--- src/hdl/uin_pkg.sv ---
package uin_pkg;
  // Time base: a 1 ms enable pulse drives all human-scale timing
  localparam int CLK_NS = 10;
  localparam int MS_NS = 1000000;
  localparam int MS_CYC = MS_NS / CLK_NS;
  localparam int BAUD = 9600;
  localparam int BIT_CYC = 1000000000 / (BAUD * CLK_NS);
  localparam logic [9:0] LONG_MS = 10'h12C; // 300 ms
  localparam int DBL_GAP_MS = 250;
  localparam logic [9:0] BLINK_MS = 10'h1F4;
  // Encoder defaults
  localparam int ENC_PULSES = 4;
  localparam int ENC_STEPS = 24;
  localparam logic [9:0] VEL_IDLE_MS = 10'h1F4;
  localparam int VEL_MID_LIM = 2400;
  localparam int VEL_HI_LIM = 960;
  localparam logic [2:0] SPEED_MAX = 3'h7;
  // Calibration
  localparam logic [1:0] CAL_ROUNDS = 2'h3;
  localparam int CAL_MARGIN = 64;
  // Synchronised pin indexes
  localparam int NPIN = 6;
  localparam int P_KEY = 0;
  localparam int P_ENCA = 1;
  localparam int P_ENCB = 2;
  localparam int P_INC = 3;
  localparam int P_DEC = 4;
  localparam int P_RXD = 5;
  // Register map and control bits
  localparam logic [7:0] REG_CTRL = 8'h00;
  localparam logic [7:0] REG_STAT = 8'h04;
  localparam logic [7:0] REG_CALX = 8'h08;
  localparam logic [7:0] REG_CALY = 8'h0C;
  localparam int C_RCE = 0;
  localparam int C_ECHO = 1;
  localparam int C_FLX = 2;
  localparam int C_FLY = 3;
  localparam int C_ROT = 4;
  localparam int C_CAL = 5;
  // Characters
  localparam logic [7:0] CH_CR = 8'h0D;
  localparam logic [7:0] CH_LF = 8'h0A;
  localparam logic [7:0] GLY_OHM = 8'hF4;
  localparam logic [7:0] GLY_MICRO = 8'hE4;
  localparam logic [7:0] CH_R = 8'h52;
  localparam logic [7:0] CH_U = 8'h75;
  typedef enum logic [2:0] {CAL_IDLE, CAL_TR, CAL_TR_REL, CAL_BL, CAL_BL_REL, CAL_CHK} uin_cal_t;
  typedef enum logic [1:0] {RX_IDLE, RX_START, RX_DATA, RX_STOP} uin_rx_t;
  typedef enum logic [2:0] {Z_NONE, Z_LEFT, Z_RIGHT, Z_TOP, Z_BOT, Z_CTR} uin_zone_t;
endpackage

--- src/hdl/uin_pin_if.sv ---
`timescale 1ns/10ps
// Synchronised pin levels (active high) and press pulses
interface uin_pin_if #(parameter int W = 6);
  logic [W-1:0] lvl;
  logic [W-1:0] prs;
  modport src(output lvl, output prs);
  modport snk(input lvl, input prs);
endinterface

--- src/hdl/uin_decoder.sv ---
`timescale 1ns/10ps
//Contract
//- Key held longer than 0,3 s is a long press.
//- Key released before the long threshold is a short press.
//- Prompt steady when more follows, blinking when probing resumes.
//- Encoder counts Gray transitions, one step per detent of set pulses.
//- Velocity scaled by detents per turn; more detents means slower.
//- Velocity timed over two consecutive steps.
//- Lone step lowest speed; mid needs two steps, highest three.
//- Increase and decrease buttons are active low, giving step events.
//- Held button beyond long time keeps raising the speed level.
//- Touch area split into 3-column side bars, 2-line top/bottom bars, centre.
//- Left/top touch steps down, right/bottom steps up, like encoder.
//- Sustained bar touch raises speed level.
//- Centre touch acts as test key but never drives hardware key line.
//- Calibration starts at power-up without stored values, or on request.
//- Capture top-right target first, then bottom-left, clearing each marker.
//- At most three calibration rounds; a key press aborts at once.
//- Touch origin top-left, with x-flip, y-flip and rotation applied.
//- Serial 9600 8N1; every sent line ends with CR then LF.
//- Commands taken only while waiting for user feedback.
//- Remote commands force auto-hold and stop automatic probing at power-up.
//- Special glyphs replaced by plain ASCII before sending.
module uin_decoder #(
  parameter int MS_CYC = uin_pkg::MS_CYC,
  parameter int BIT_CYC = uin_pkg::BIT_CYC,
  parameter int PULSES = uin_pkg::ENC_PULSES,
  parameter int STEPS = uin_pkg::ENC_STEPS,
  parameter int DBL_GAP = uin_pkg::DBL_GAP_MS,
  parameter int TW = 12
) (
  input wire logic clk,
  input wire logic sys_rst,
  input wire logic key_n,
  input wire logic enc_a_n,
  input wire logic enc_b_n,
  input wire logic inc_n,
  input wire logic dec_n,
  input wire logic rxd,
  input wire logic touch_valid,
  input wire logic [TW-1:0] touch_x,
  input wire logic [TW-1:0] touch_y,
  input wire logic cal_stored,
  input wire logic await_feedback,
  input wire logic wait_key,
  input wire logic more_info,
  input wire logic hold_mode,
  input wire logic [7:0] tx_data,
  input wire logic tx_valid,
  input wire logic tx_eol,
  output logic tx_ready,
  output logic txd,
  input wire logic [7:0] addr,
  input wire logic [31:0] wdata,
  input wire logic wr,
  input wire logic rd,
  output logic [31:0] rdata,
  output logic key_short,
  output logic key_long,
  output logic key_double,
  output logic key_hw,
  output logic prompt_on,
  output logic step_inc,
  output logic step_dec,
  output logic [2:0] speed,
  output logic cal_active,
  output logic [1:0] cal_marker,
  output logic cal_ok,
  output logic cal_fail,
  output logic [7:0] cmd_char,
  output logic cmd_valid,
  output logic cmd_eol,
  output logic auto_hold,
  output logic auto_probe,
  output logic result_echo
);
  typedef struct packed {
    logic [16:0] mcnt;
    logic kact_q;
    logic [9:0] kcnt;
    logic klong;
    logic pend;
    logic [9:0] gap;
    logic ks;
    logic kl;
    logic kd;
    logic khw;
    logic [9:0] bcnt;
    logic blink;
    logic prompt;
    logic [1:0] ab;
    logic signed [3:0] pcnt;
    logic [9:0] tms;
    logic [9:0] tprev;
    logic [1:0] run;
    logic estep;
    logic sinc;
    logic sdec;
    logic [2:0] speed;
    logic hold_q;
    logic [9:0] hcnt;
    logic tch_q;
    uin_pkg::uin_zone_t tz;
    uin_pkg::uin_cal_t cal;
    logic [1:0] round;
    logic [TW-1:0] xtr;
    logic [TW-1:0] ytr;
    logic [TW-1:0] xbl;
    logic [TW-1:0] ybl;
    logic cvalid;
    logic cok;
    logic cfail;
    logic booted;
    logic [4:0] ctrl;
    logic ah;
    logic ap;
    uin_pkg::uin_rx_t rx;
    logic [13:0] rcnt;
    logic [2:0] rbit;
    logic [7:0] rsh;
    logic [7:0] cchar;
    logic cv;
    logic ceol;
    logic [9:0] tshn;
    logic [3:0] tbit;
    logic [13:0] tcnt;
    logic crp;
    logic lfp;
    logic [31:0] rdata;
  } uin_st_t;
  uin_st_t s;
  uin_st_t n;
  uin_pin_if #(.W(uin_pkg::NPIN)) pin();
  logic [TW-1:0] tx_r, ty_r, tx_t, ty_t, dx, dy, sx, sy;
  uin_pkg::uin_zone_t zone;

  uin_sync #(.W(uin_pkg::NPIN)) u_sync (
    .clk(clk),
    .sys_rst(sys_rst),
    .pin_n({rxd, dec_n, inc_n, enc_b_n, enc_a_n, key_n}),
    .o(pin)
  );

  // Orientation first, then bar bounds from the calibrated corners
  assign tx_r = s.ctrl[uin_pkg::C_ROT] ? touch_y : touch_x;
  assign ty_r = s.ctrl[uin_pkg::C_ROT] ? touch_x : touch_y;
  assign tx_t = s.ctrl[uin_pkg::C_FLX] ? ~tx_r : tx_r;
  assign ty_t = s.ctrl[uin_pkg::C_FLY] ? ~ty_r : ty_r;
  assign dx = s.xtr - s.xbl;
  assign dy = s.ybl - s.ytr;
  assign sx = (dx >> 3) + (dx >> 4); // 3 of 16 columns
  assign sy = dy >> 2; // 2 of 8 lines

  // Side bars win over top and bottom in the corners
  always_comb begin
    zone = uin_pkg::Z_CTR;
    if (!s.cvalid) zone = uin_pkg::Z_NONE;
    else if (tx_t < s.xbl + sx) zone = uin_pkg::Z_LEFT;
    else if (tx_t > s.xtr - sx) zone = uin_pkg::Z_RIGHT;
    else if (ty_t < s.ytr + sy) zone = uin_pkg::Z_TOP;
    else if (ty_t > s.ybl - sy) zone = uin_pkg::Z_BOT;
  end

  // Whole next state
  always_comb begin
    logic tick, kact, hinc, hdec, hold, cstart;
    logic [1:0] abn;
    logic signed [3:0] pn;
    logic [10:0] span;
    logic [1:0] rn;
    int prod;
    logic rxl;
    logic [7:0] txb;
    tick = s.mcnt == 17'(MS_CYC - 1);
    kact = 1'b0;
    hinc = 1'b0;
    hdec = 1'b0;
    hold = 1'b0;
    cstart = 1'b0;
    abn = {pin.lvl[uin_pkg::P_ENCA], pin.lvl[uin_pkg::P_ENCB]};
    pn = s.pcnt;
    span = 11'(s.tprev) + 11'(s.tms);
    rn = s.run;
    prod = 0;
    rxl = ~pin.lvl[uin_pkg::P_RXD];
    txb = tx_data;
    n = s;
    n.ks = 1'b0;
    n.kl = 1'b0;
    n.kd = 1'b0;
    n.estep = 1'b0;
    n.sinc = 1'b0;
    n.sdec = 1'b0;
    n.cok = 1'b0;
    n.cfail = 1'b0;
    n.cv = 1'b0;
    n.ceol = 1'b0;
    n.mcnt = tick ? 17'h00000 : s.mcnt + 17'h00001;

    // Test key: physical key or centre touch, timed in ms ticks
    kact = pin.lvl[uin_pkg::P_KEY] | (s.tch_q & touch_valid & (s.tz == uin_pkg::Z_CTR));
    n.kact_q = kact;
    n.khw = pin.lvl[uin_pkg::P_KEY];
    if (kact && !s.kact_q) begin
      n.kcnt = 10'h000;
      n.klong = 1'b0;
    end else if (kact && tick && s.kcnt != uin_pkg::LONG_MS) begin
      n.kcnt = s.kcnt + 10'h001;
    end
    // A lone short waits out the gap, costing latency to tell it from a double
    if (s.pend && tick) begin
      if (s.gap == 10'(DBL_GAP - 1)) begin
        n.ks = 1'b1;
        n.pend = 1'b0;
      end else begin
        n.gap = s.gap + 10'h001;
      end
    end
    if (!kact && s.kact_q && !s.klong) begin
      if (s.pend && !n.ks) begin
        n.kd = 1'b1;
        n.pend = 1'b0;
      end else begin
        n.pend = 1'b1;
        n.gap = 10'h000;
      end
    end
    if (kact && s.kcnt == uin_pkg::LONG_MS && !s.klong) begin
      n.klong = 1'b1;
      n.kl = 1'b1;
      n.ks = s.pend | n.ks;
      n.pend = 1'b0;
    end

    // Prompt: steady when more follows, blinking before probing resumes
    if (tick) begin
      n.bcnt = (s.bcnt == uin_pkg::BLINK_MS - 10'h001) ? 10'h000 : s.bcnt + 10'h001;
      if (s.bcnt == uin_pkg::BLINK_MS - 10'h001) n.blink = ~s.blink;
    end
    n.prompt = wait_key & (more_info | s.blink);

    // Encoder: single-bit Gray changes only; a double jump is noise
    n.ab = abn;
    if (tick && s.tms != uin_pkg::VEL_IDLE_MS) n.tms = s.tms + 10'h001;
    if (^{abn, s.ab}) begin
      pn = (s.ab[1] ^ abn[0]) ? s.pcnt + 4'sh1 : s.pcnt - 4'sh1;
      n.pcnt = pn;
      if (pn == 4'(PULSES) || pn == 4'(-PULSES)) begin
        n.pcnt = 4'sh0;
        n.estep = 1'b1;
        n.sinc = pn == 4'(PULSES);
        n.sdec = pn != 4'(PULSES);
        rn = (s.tms == uin_pkg::VEL_IDLE_MS) ? 2'h1 : ((s.run == 2'h3) ? 2'h3 : s.run + 2'h1);
        n.run = rn;
        prod = int'(span) * STEPS;
        if (rn == 2'h3 && prod < uin_pkg::VEL_HI_LIM) n.speed = 3'h3;
        else if (rn >= 2'h2 && prod < uin_pkg::VEL_MID_LIM) n.speed = 3'h2;
        else n.speed = 3'h1;
        n.tprev = s.tms;
        n.tms = 10'h000;
      end
    end

    // Buttons and touch bars share one hold-to-repeat engine
    hinc = pin.lvl[uin_pkg::P_INC] | (s.tch_q & touch_valid & ((s.tz == uin_pkg::Z_RIGHT) |
           (s.tz == uin_pkg::Z_BOT)));
    hdec = pin.lvl[uin_pkg::P_DEC] | (s.tch_q & touch_valid & ((s.tz == uin_pkg::Z_LEFT) |
           (s.tz == uin_pkg::Z_TOP)));
    hold = hinc | hdec;
    n.hold_q = hold;
    if (hold && !s.hold_q) begin
      n.sinc = hinc;
      n.sdec = hdec & ~hinc;
      n.speed = 3'h1;
      n.hcnt = 10'h000;
    end else if (hold && tick) begin
      if (s.hcnt == uin_pkg::LONG_MS - 10'h001) begin
        n.hcnt = 10'h000;
        n.speed = (s.speed == uin_pkg::SPEED_MAX) ? s.speed : s.speed + 3'h1;
        n.sinc = hinc;
        n.sdec = hdec & ~hinc;
      end else begin
        n.hcnt = s.hcnt + 10'h001;
      end
    end

    // Touch zone latched at first contact; calibration owns the panel meanwhile
    n.tch_q = touch_valid & (s.cal == uin_pkg::CAL_IDLE);
    if (touch_valid && !s.tch_q) n.tz = zone;

    // Calibration sequence
    n.booted = 1'b1;
    if (!s.booted && !cal_stored) cstart = 1'b1;
    if (wr && addr == uin_pkg::REG_CTRL && wdata[uin_pkg::C_CAL]) cstart = 1'b1;
    case (s.cal)
      uin_pkg::CAL_IDLE: begin
      end
      uin_pkg::CAL_TR: begin
        if (touch_valid) begin
          n.xtr = tx_t;
          n.ytr = ty_t;
          n.cal = uin_pkg::CAL_TR_REL;
        end
      end
      uin_pkg::CAL_TR_REL: begin
        if (!touch_valid) n.cal = uin_pkg::CAL_BL;
      end
      uin_pkg::CAL_BL: begin
        if (touch_valid) begin
          n.xbl = tx_t;
          n.ybl = ty_t;
          n.cal = uin_pkg::CAL_BL_REL;
        end
      end
      uin_pkg::CAL_BL_REL: begin
        if (!touch_valid) n.cal = uin_pkg::CAL_CHK;
      end
      uin_pkg::CAL_CHK: begin
        if (int'(s.xtr) > int'(s.xbl) + uin_pkg::CAL_MARGIN && int'(s.ybl) > int'(s.ytr) + uin_pkg::CAL_MARGIN) begin
          n.cvalid = 1'b1;
          n.cok = 1'b1;
          n.cal = uin_pkg::CAL_IDLE;
        end else if (s.round == uin_pkg::CAL_ROUNDS - 2'h1) begin
          n.cfail = 1'b1;
          n.cal = uin_pkg::CAL_IDLE;
        end else begin
          n.round = s.round + 2'h1;
          n.cal = uin_pkg::CAL_TR;
        end
      end
      default: n.cal = uin_pkg::CAL_IDLE;
    endcase
    if (cstart) begin
      n.cal = uin_pkg::CAL_TR;
      n.round = 2'h0;
      n.cvalid = 1'b0;
    end
    if (pin.prs[uin_pkg::P_KEY] && (s.cal != uin_pkg::CAL_IDLE || cstart)) n.cal = uin_pkg::CAL_IDLE;

    // Register port; reads answer in the next cycle only
    if (wr && addr == uin_pkg::REG_CTRL) n.ctrl = wdata[4:0];
    n.ah = s.ctrl[uin_pkg::C_RCE] | hold_mode;
    n.ap = ~s.ctrl[uin_pkg::C_RCE];
    n.rdata = 32'h00000000;
    if (rd) begin
      case (addr)
        uin_pkg::REG_CTRL: n.rdata = {27'h0000000, s.ctrl};
        uin_pkg::REG_STAT: n.rdata = {24'h000000, s.cvalid, s.round, s.speed, s.cal != uin_pkg::CAL_IDLE, s.prompt};
        uin_pkg::REG_CALX: n.rdata = {16'(s.xtr), 16'(s.xbl)};
        uin_pkg::REG_CALY: n.rdata = {16'(s.ytr), 16'(s.ybl)};
        default: n.rdata = 32'h00000000;
      endcase
    end

    // Receiver: sample mid-bit; CR dropped so CR LF and lone LF both end a line
    case (s.rx)
      uin_pkg::RX_IDLE: begin
        if (!rxl) begin
          n.rx = uin_pkg::RX_START;
          n.rcnt = 14'(BIT_CYC / 2);
        end
      end
      uin_pkg::RX_START: begin
        if (s.rcnt != 14'h0000) n.rcnt = s.rcnt - 14'h0001;
        else if (rxl) n.rx = uin_pkg::RX_IDLE;
        else begin
          n.rx = uin_pkg::RX_DATA;
          n.rcnt = 14'(BIT_CYC - 1);
          n.rbit = 3'h0;
        end
      end
      uin_pkg::RX_DATA: begin
        if (s.rcnt != 14'h0000) n.rcnt = s.rcnt - 14'h0001;
        else begin
          n.rsh = {rxl, s.rsh[7:1]};
          n.rcnt = 14'(BIT_CYC - 1);
          n.rbit = s.rbit + 3'h1;
          if (s.rbit == 3'h7) n.rx = uin_pkg::RX_STOP;
        end
      end
      uin_pkg::RX_STOP: begin
        if (s.rcnt != 14'h0000) n.rcnt = s.rcnt - 14'h0001;
        else begin
          n.rx = uin_pkg::RX_IDLE;
          if (rxl && s.ctrl[uin_pkg::C_RCE] && await_feedback) begin
            n.ceol = s.rsh == uin_pkg::CH_LF;
            n.cv = s.rsh != uin_pkg::CH_LF && s.rsh != uin_pkg::CH_CR;
            n.cchar = s.rsh;
          end
        end
      end
      default: n.rx = uin_pkg::RX_IDLE;
    endcase

    // Transmitter: inverted shifter so reset leaves the line idle high
    if (tx_data == uin_pkg::GLY_OHM) txb = uin_pkg::CH_R;
    else if (tx_data == uin_pkg::GLY_MICRO) txb = uin_pkg::CH_U;
    if (s.tbit != 4'h0) begin
      if (s.tcnt != 14'h0000) n.tcnt = s.tcnt - 14'h0001;
      else begin
        n.tshn = {1'b0, s.tshn[9:1]};
        n.tcnt = 14'(BIT_CYC - 1);
        n.tbit = s.tbit - 4'h1;
      end
    end else if (s.crp || s.lfp) begin
      n.tshn = ~{1'b1, s.crp ? uin_pkg::CH_CR : uin_pkg::CH_LF, 1'b0};
      n.crp = 1'b0;
      n.lfp = s.crp;
      n.tbit = 4'hA;
      n.tcnt = 14'(BIT_CYC - 1);
    end else begin
      if (tx_valid) begin
        n.tshn = ~{1'b1, txb, 1'b0};
        n.tbit = 4'hA;
        n.tcnt = 14'(BIT_CYC - 1);
      end
      if (tx_eol) begin
        n.crp = 1'b1;
        n.lfp = 1'b1;
      end
    end
  end

  always_ff @(posedge clk or posedge sys_rst) begin
    if (sys_rst) begin
      s <= '0;
    end else begin
      s <= n;
    end
  end

  // Outputs
  assign tx_ready = (s.tbit == 4'h0) & ~s.crp & ~s.lfp;
  assign txd = ~s.tshn[0];
  assign rdata = s.rdata;
  assign key_short = s.ks;
  assign key_long = s.kl;
  assign key_double = s.kd;
  assign key_hw = s.khw;
  assign prompt_on = s.prompt;
  assign step_inc = s.sinc;
  assign step_dec = s.sdec;
  assign speed = s.speed;
  assign cal_active = s.cal != uin_pkg::CAL_IDLE;
  assign cal_marker = {s.cal == uin_pkg::CAL_BL, s.cal == uin_pkg::CAL_TR};
  assign cal_ok = s.cok;
  assign cal_fail = s.cfail;
  assign cmd_char = s.cchar;
  assign cmd_valid = s.cv;
  assign cmd_eol = s.ceol;
  assign auto_hold = s.ah;
  assign auto_probe = s.ap;
  assign result_echo = s.ctrl[uin_pkg::C_ECHO];
endmodule // uin_decoder

--- src/hdl/uin_sync.sv ---
`timescale 1ns/10ps
module uin_sync #(parameter int W = 6) (
  input wire logic clk,
  input wire logic sys_rst,
  input wire logic [W-1:0] pin_n,
  uin_pin_if.src o
);
  typedef struct packed {
    logic [W-1:0] s1;
    logic [W-1:0] s2;
    logic [W-1:0] s3;
  } uin_sy_t;
  uin_sy_t s;
  uin_sy_t n;

  // Pins are active low; invert before the first stage, which only the second stage reads
  always_comb begin
    n.s1 = ~pin_n;
    n.s2 = s.s1;
    n.s3 = s.s2;
  end

  always_ff @(posedge clk or posedge sys_rst) begin
    if (sys_rst) begin
      s <= '0;
    end else begin
      s <= n;
    end
  end

  // No debounce: slow human timing is taken from the 1 ms tick downstream
  assign o.lvl = s.s2;
  assign o.prs = s.s2 & ~s.s3;
endmodule // uin_sync

--- config.mk ---
export PLATFORM = sky130hd
export DESIGN_NAME = uin_decoder
export DESIGN_NICKNAME = d
export VERILOG_FILES = /design/src/hdl/uin_pkg.sv /design/src/hdl/uin_pin_if.sv /design/src/hdl/uin_decoder.sv /design/src/hdl/uin_sync.sv
export SDC_FILE = /design/constraint.sdc
export NUM_CORES = 1
export LEC_CHECK = 0
export BUFFER_PORTS_ARGS = -buffer_cell sky130_fd_sc_hd__buf_2
export CORE_UTILIZATION = 55
export DETAILED_ROUTE_END_ITERATION = 6
export GPL_ROUTABILITY_DRIVEN = 0
export MAX_ROUTING_LAYER = met4
export PLACE_DENSITY_LB_ADDON = 0.05
export SLEW_MARGIN = 20
export SYNTH_ARGS = -nofsm -noshare
export SYNTH_HDL_FRONTEND = slang
export SYNTH_SLANG_ARGS = --single-unit
--- constraint.sdc ---
create_clock -name clk -period 8.3 [get_ports clk]
set_input_delay 0.83 -clock clk [delete_from_list [all_inputs] [get_ports clk]]
set_output_delay 0.83 -clock clk [all_outputs]
set_load 0.03 [all_outputs]
==> flow_metrics.tcl <==
set metrics [dict create \
    hp-start "u_sync.n[10]$_DFF_PP0_" \
    synth_area_per_cell_um2 9.12 \
    drive_gt1_frac 0.110 \
    io_pins 152 \
    die_h_um 184 \
    cts_sinks 270 \
    cts_resized 0 \
    drt-pass1-iter-count 7 \
    grt_max_degree 143 \
    die_w_um 184 \
    final-setup-viol-count 0 \
    final.fill_count 2841 \
    clockBufferDepth 3 \
    synth_area_mm2 0.0181 \
    start_util 0.559 \
    crit_fanout 7 \
    setup_tns_ps 0 \
    regArea_mm2 0.00676 \
    synth_edf_count 0 \
    finalCritPeriodShare 0.765 \
    cts_setup_buffers 0 \
    global_route.overflow_total 0 \
    status "finished, violations left" \
    postSynthCellCount 1988 \
    end_kind "register" \
    arrival_ps 6830 \
    slowest_delay_ps 470 \
    hold_path.class "reg -> reg" \
    required_ps 8780 \
    hold_violations 0 \
    synth.distinct_cells 76 \
    grt_pass1_vias 13600 \
    slew_headroom 0.363 \
    area_delta_synth_final_pct 9.80 \
    regToRegEndpoint "s[165]$_DFFE_PP0P_" \
    yosys.area.top_type "dfrtp_1" \
    drt_iter0_markers 617 \
    cts-root-buf "clkbuf_16" \
    yosysWarningCount 0 \
    path_clk_slew_ps 70 \
    placementRows 66 \
    worst_slew_pin_slew_ps 956 \
    critical_path.top_delay_family "compound AO/OA/AOI/OAI gates" \
    tritoncts "yes" \
    htreeDepth 1 \
    post-route-util 0.614 \
    postCtsHoldBufs 0 \
    violations "DRC" \
    holdPathStages 0 \
    num-nets-final 2328 \
    grt.total_usage 0.253 \
    crit_type "reg -> reg" \
    wl_per_cell_um 16.2 \
    fmax_mhz 157 \
    dieArea_mm2 0.0337 \
    drc_errors 2 \
    post-synth-top-area-fraction 0.373 \
    path_cells "inv_1 > ha_1 > and3_1 > a211oi_1 > o21bai_1 > xnor2_1 > ha_1 > nand2_1 > o21ai_0 > nand3b_1 > o211ai_1 > xnor2_1 > ha_1 > a21oi_1 > a21boi_0 > mux2i_1 > o2111ai_1 > ha_1 > nor2b_1 > o21ai_0 > o21ai_0 > o31a_1 > or3_1 > o21ai_0" \
    cts_buffers 30 \
    synthArstFlopShare 1.00 \
    period_needed_ps 6350 \
    reg2reg_slack_ps 1950 \
    vias 13900 \
    start_kind "register" \
    synth-seq-area-share 0.373 \
    rr_worst_depth 24 \
    crit_buf_inv 1 \
    multi_input_area_mm2 0.0104 \
    wl_mm 40.9 \
    slew_violations 0 \
    skew_ps 9.81 \
    maxCapViolations 0 \
    yosys_most_used_dff "dfrtp_1" \
    synth_seq_cells 270 \
    dp_hpwl_mm 30.5 \
    rsz0062_at_grt "false" \
    min_to "u_sync.o.lvl[4]$_DFF_PP0_" \
    grt_antenna_before_repair 2 \
    r2r_start "s[128]$_DFFE_PP0P_" \
    vias_per_cell 5.51 \
    io_buffers 117 \
    insertion_delay_ps 560 \
    synthTopCellsByArea "dfrtp_1, ha_1, o21ai_0" \
    drtAntennaViolNets 0 \
    coreArea_mm2 0.0325 \
    grt_first_pass_wirelength_mm 67.1 \
    cpMaxStageDelayCell "dfrtp_1" \
]
## layer usage
metal,part of all wire,vias to the layer above,track usage
li1,-,7035,-
met1,0.48,6632,0.340
met2,0.46,204,0.409
met3,0.037,61,0.0281
met4,0.023,0,0.0617
met5,0,-,-
## state kept, by name, indices dropped and copies added (netlist names), 3 cells and up, named ones only
signal,cells
s,208
rdata,24
cmd_char,8
u_sync.n,6
u_sync.o.lvl,6
speed,3
## kinds of logic (layout without fill, tap and decap cells)
family | count (synthesis) | count (layout) | synth area share
AOI/OAI and AO/OA | 407 | 407 | 0.135
xor gates and xnor gates | 179 | 179 | 0.0869
adders and majority gates | 180 | 180 | 0.127
buffers and inverters | 229 | 316 | 0.0569
DFF | 270 | 270 | 0.373
muxes | 74 | 74 | 0.0456
other | 2 | 12 | 0.000414
and+or+nand+nor | 647 | 647 | 0.176
## final cells by class
| class | count | share of cell area |
|---|---|---|
| well taps | 442 | 0.0278 |
| flip-flops and latches | 270 | 0.339 |
| inverters | 134 | 0.0256 |
| diodes | 3 | 0.000377 |
| multi-input cells | 1496 | 0.521 |
| repair buffers | 126 | 0.0334 |
| clock inverters | 18 | 0.0102 |
| clock buffers | 38 | 0.0423 |
## layout by cell type (no fill, tap or decap), drive strengths merged, types with 5 or more instances in the layout
master and count:
xor2 98, a211o 6, nor3 34, clkbuf 38
nor2 156, nand2b 27, inv 134, a211oi 6
or2 5, nand2 203, nor2b 23, mux4 5
a21boi 6, o31ai 8, nand4 30, mux2i 50
a21oi 95, and2 10, clkinv 10, o211ai 6
nor4 18, nand3 57, nor4b 7, buf 126
o21ai 174, mux2 19, and4 6, fa 8
a31oi 11, a21o 34, ha 172, nand3b 8
xnor2 81, o21a 12, conb 9, o21bai 10
or3 19, dfrtp 270, and3 23
## cells in the mapped netlist, types with 11 or more instances
| library cell | number |
|---|---|
| a21o_1 | 34 |
| a21oi_1 | 94 |
| a31oi_1 | 11 |
| and3_1 | 23 |
| buf_4 | 43 |
| clkbuf_1 | 38 |
| dfrtp_1 | 270 |
| ha_1 | 172 |
| inv_1 | 133 |
| mux2_2 | 19 |
| mux2i_1 | 50 |
| nand2_1 | 203 |
| nand2b_1 | 27 |
| nand3_1 | 57 |
| nand4_1 | 30 |
| nor2_1 | 156 |
| nor2b_1 | 23 |
| nor3_1 | 30 |
| nor4_1 | 17 |
| o21a_1 | 12 |
| o21ai_0 | 172 |
| or3_1 | 16 |
| xnor2_1 | 80 |
| xor2_1 | 98 |
## how the worst max path moves through the flow
stage,cells past startpoint,endpoint,slack [ps],startpoint
2_1_floorplan,1,asynchronous set/reset pin,30,sys_rst
3_3_place_gp,25,s[165]$_DFFE_PP0P_,2040,s[128]$_DFFE_PP0P_
3_5_place_dp,25,s[165]$_DFFE_PP0P_,1920,s[128]$_DFFE_PP0P_
4_1_cts,25,s[165]$_DFFE_PP0P_,1880,s[128]$_DFFE_PP0P_
5_1_grt,24,s[165]$_DFFE_PP0P_,1470,s[128]$_DFFE_PP0P_
6_report,24,s[165]$_DFFE_PP0P_,1950,s[128]$_DFFE_PP0P_
## stage by stage
stage          instances  hold WS (ps)  setup WS, ps  cell area [um^2]
2_1_floorplan       1995           331          31.3             18200
3_3_place_gp        2468           338          2040             18900
3_5_place_dp        2468           338          1920             18900
4_1_cts             2524           352          1880             19900
5_1_grt             2527           364          1470             19900
6_report            2527           348          1950             19900
Power is not shown: default switching activity piles up to over one toggle a cycle in this logic, so the estimate is an artifact.
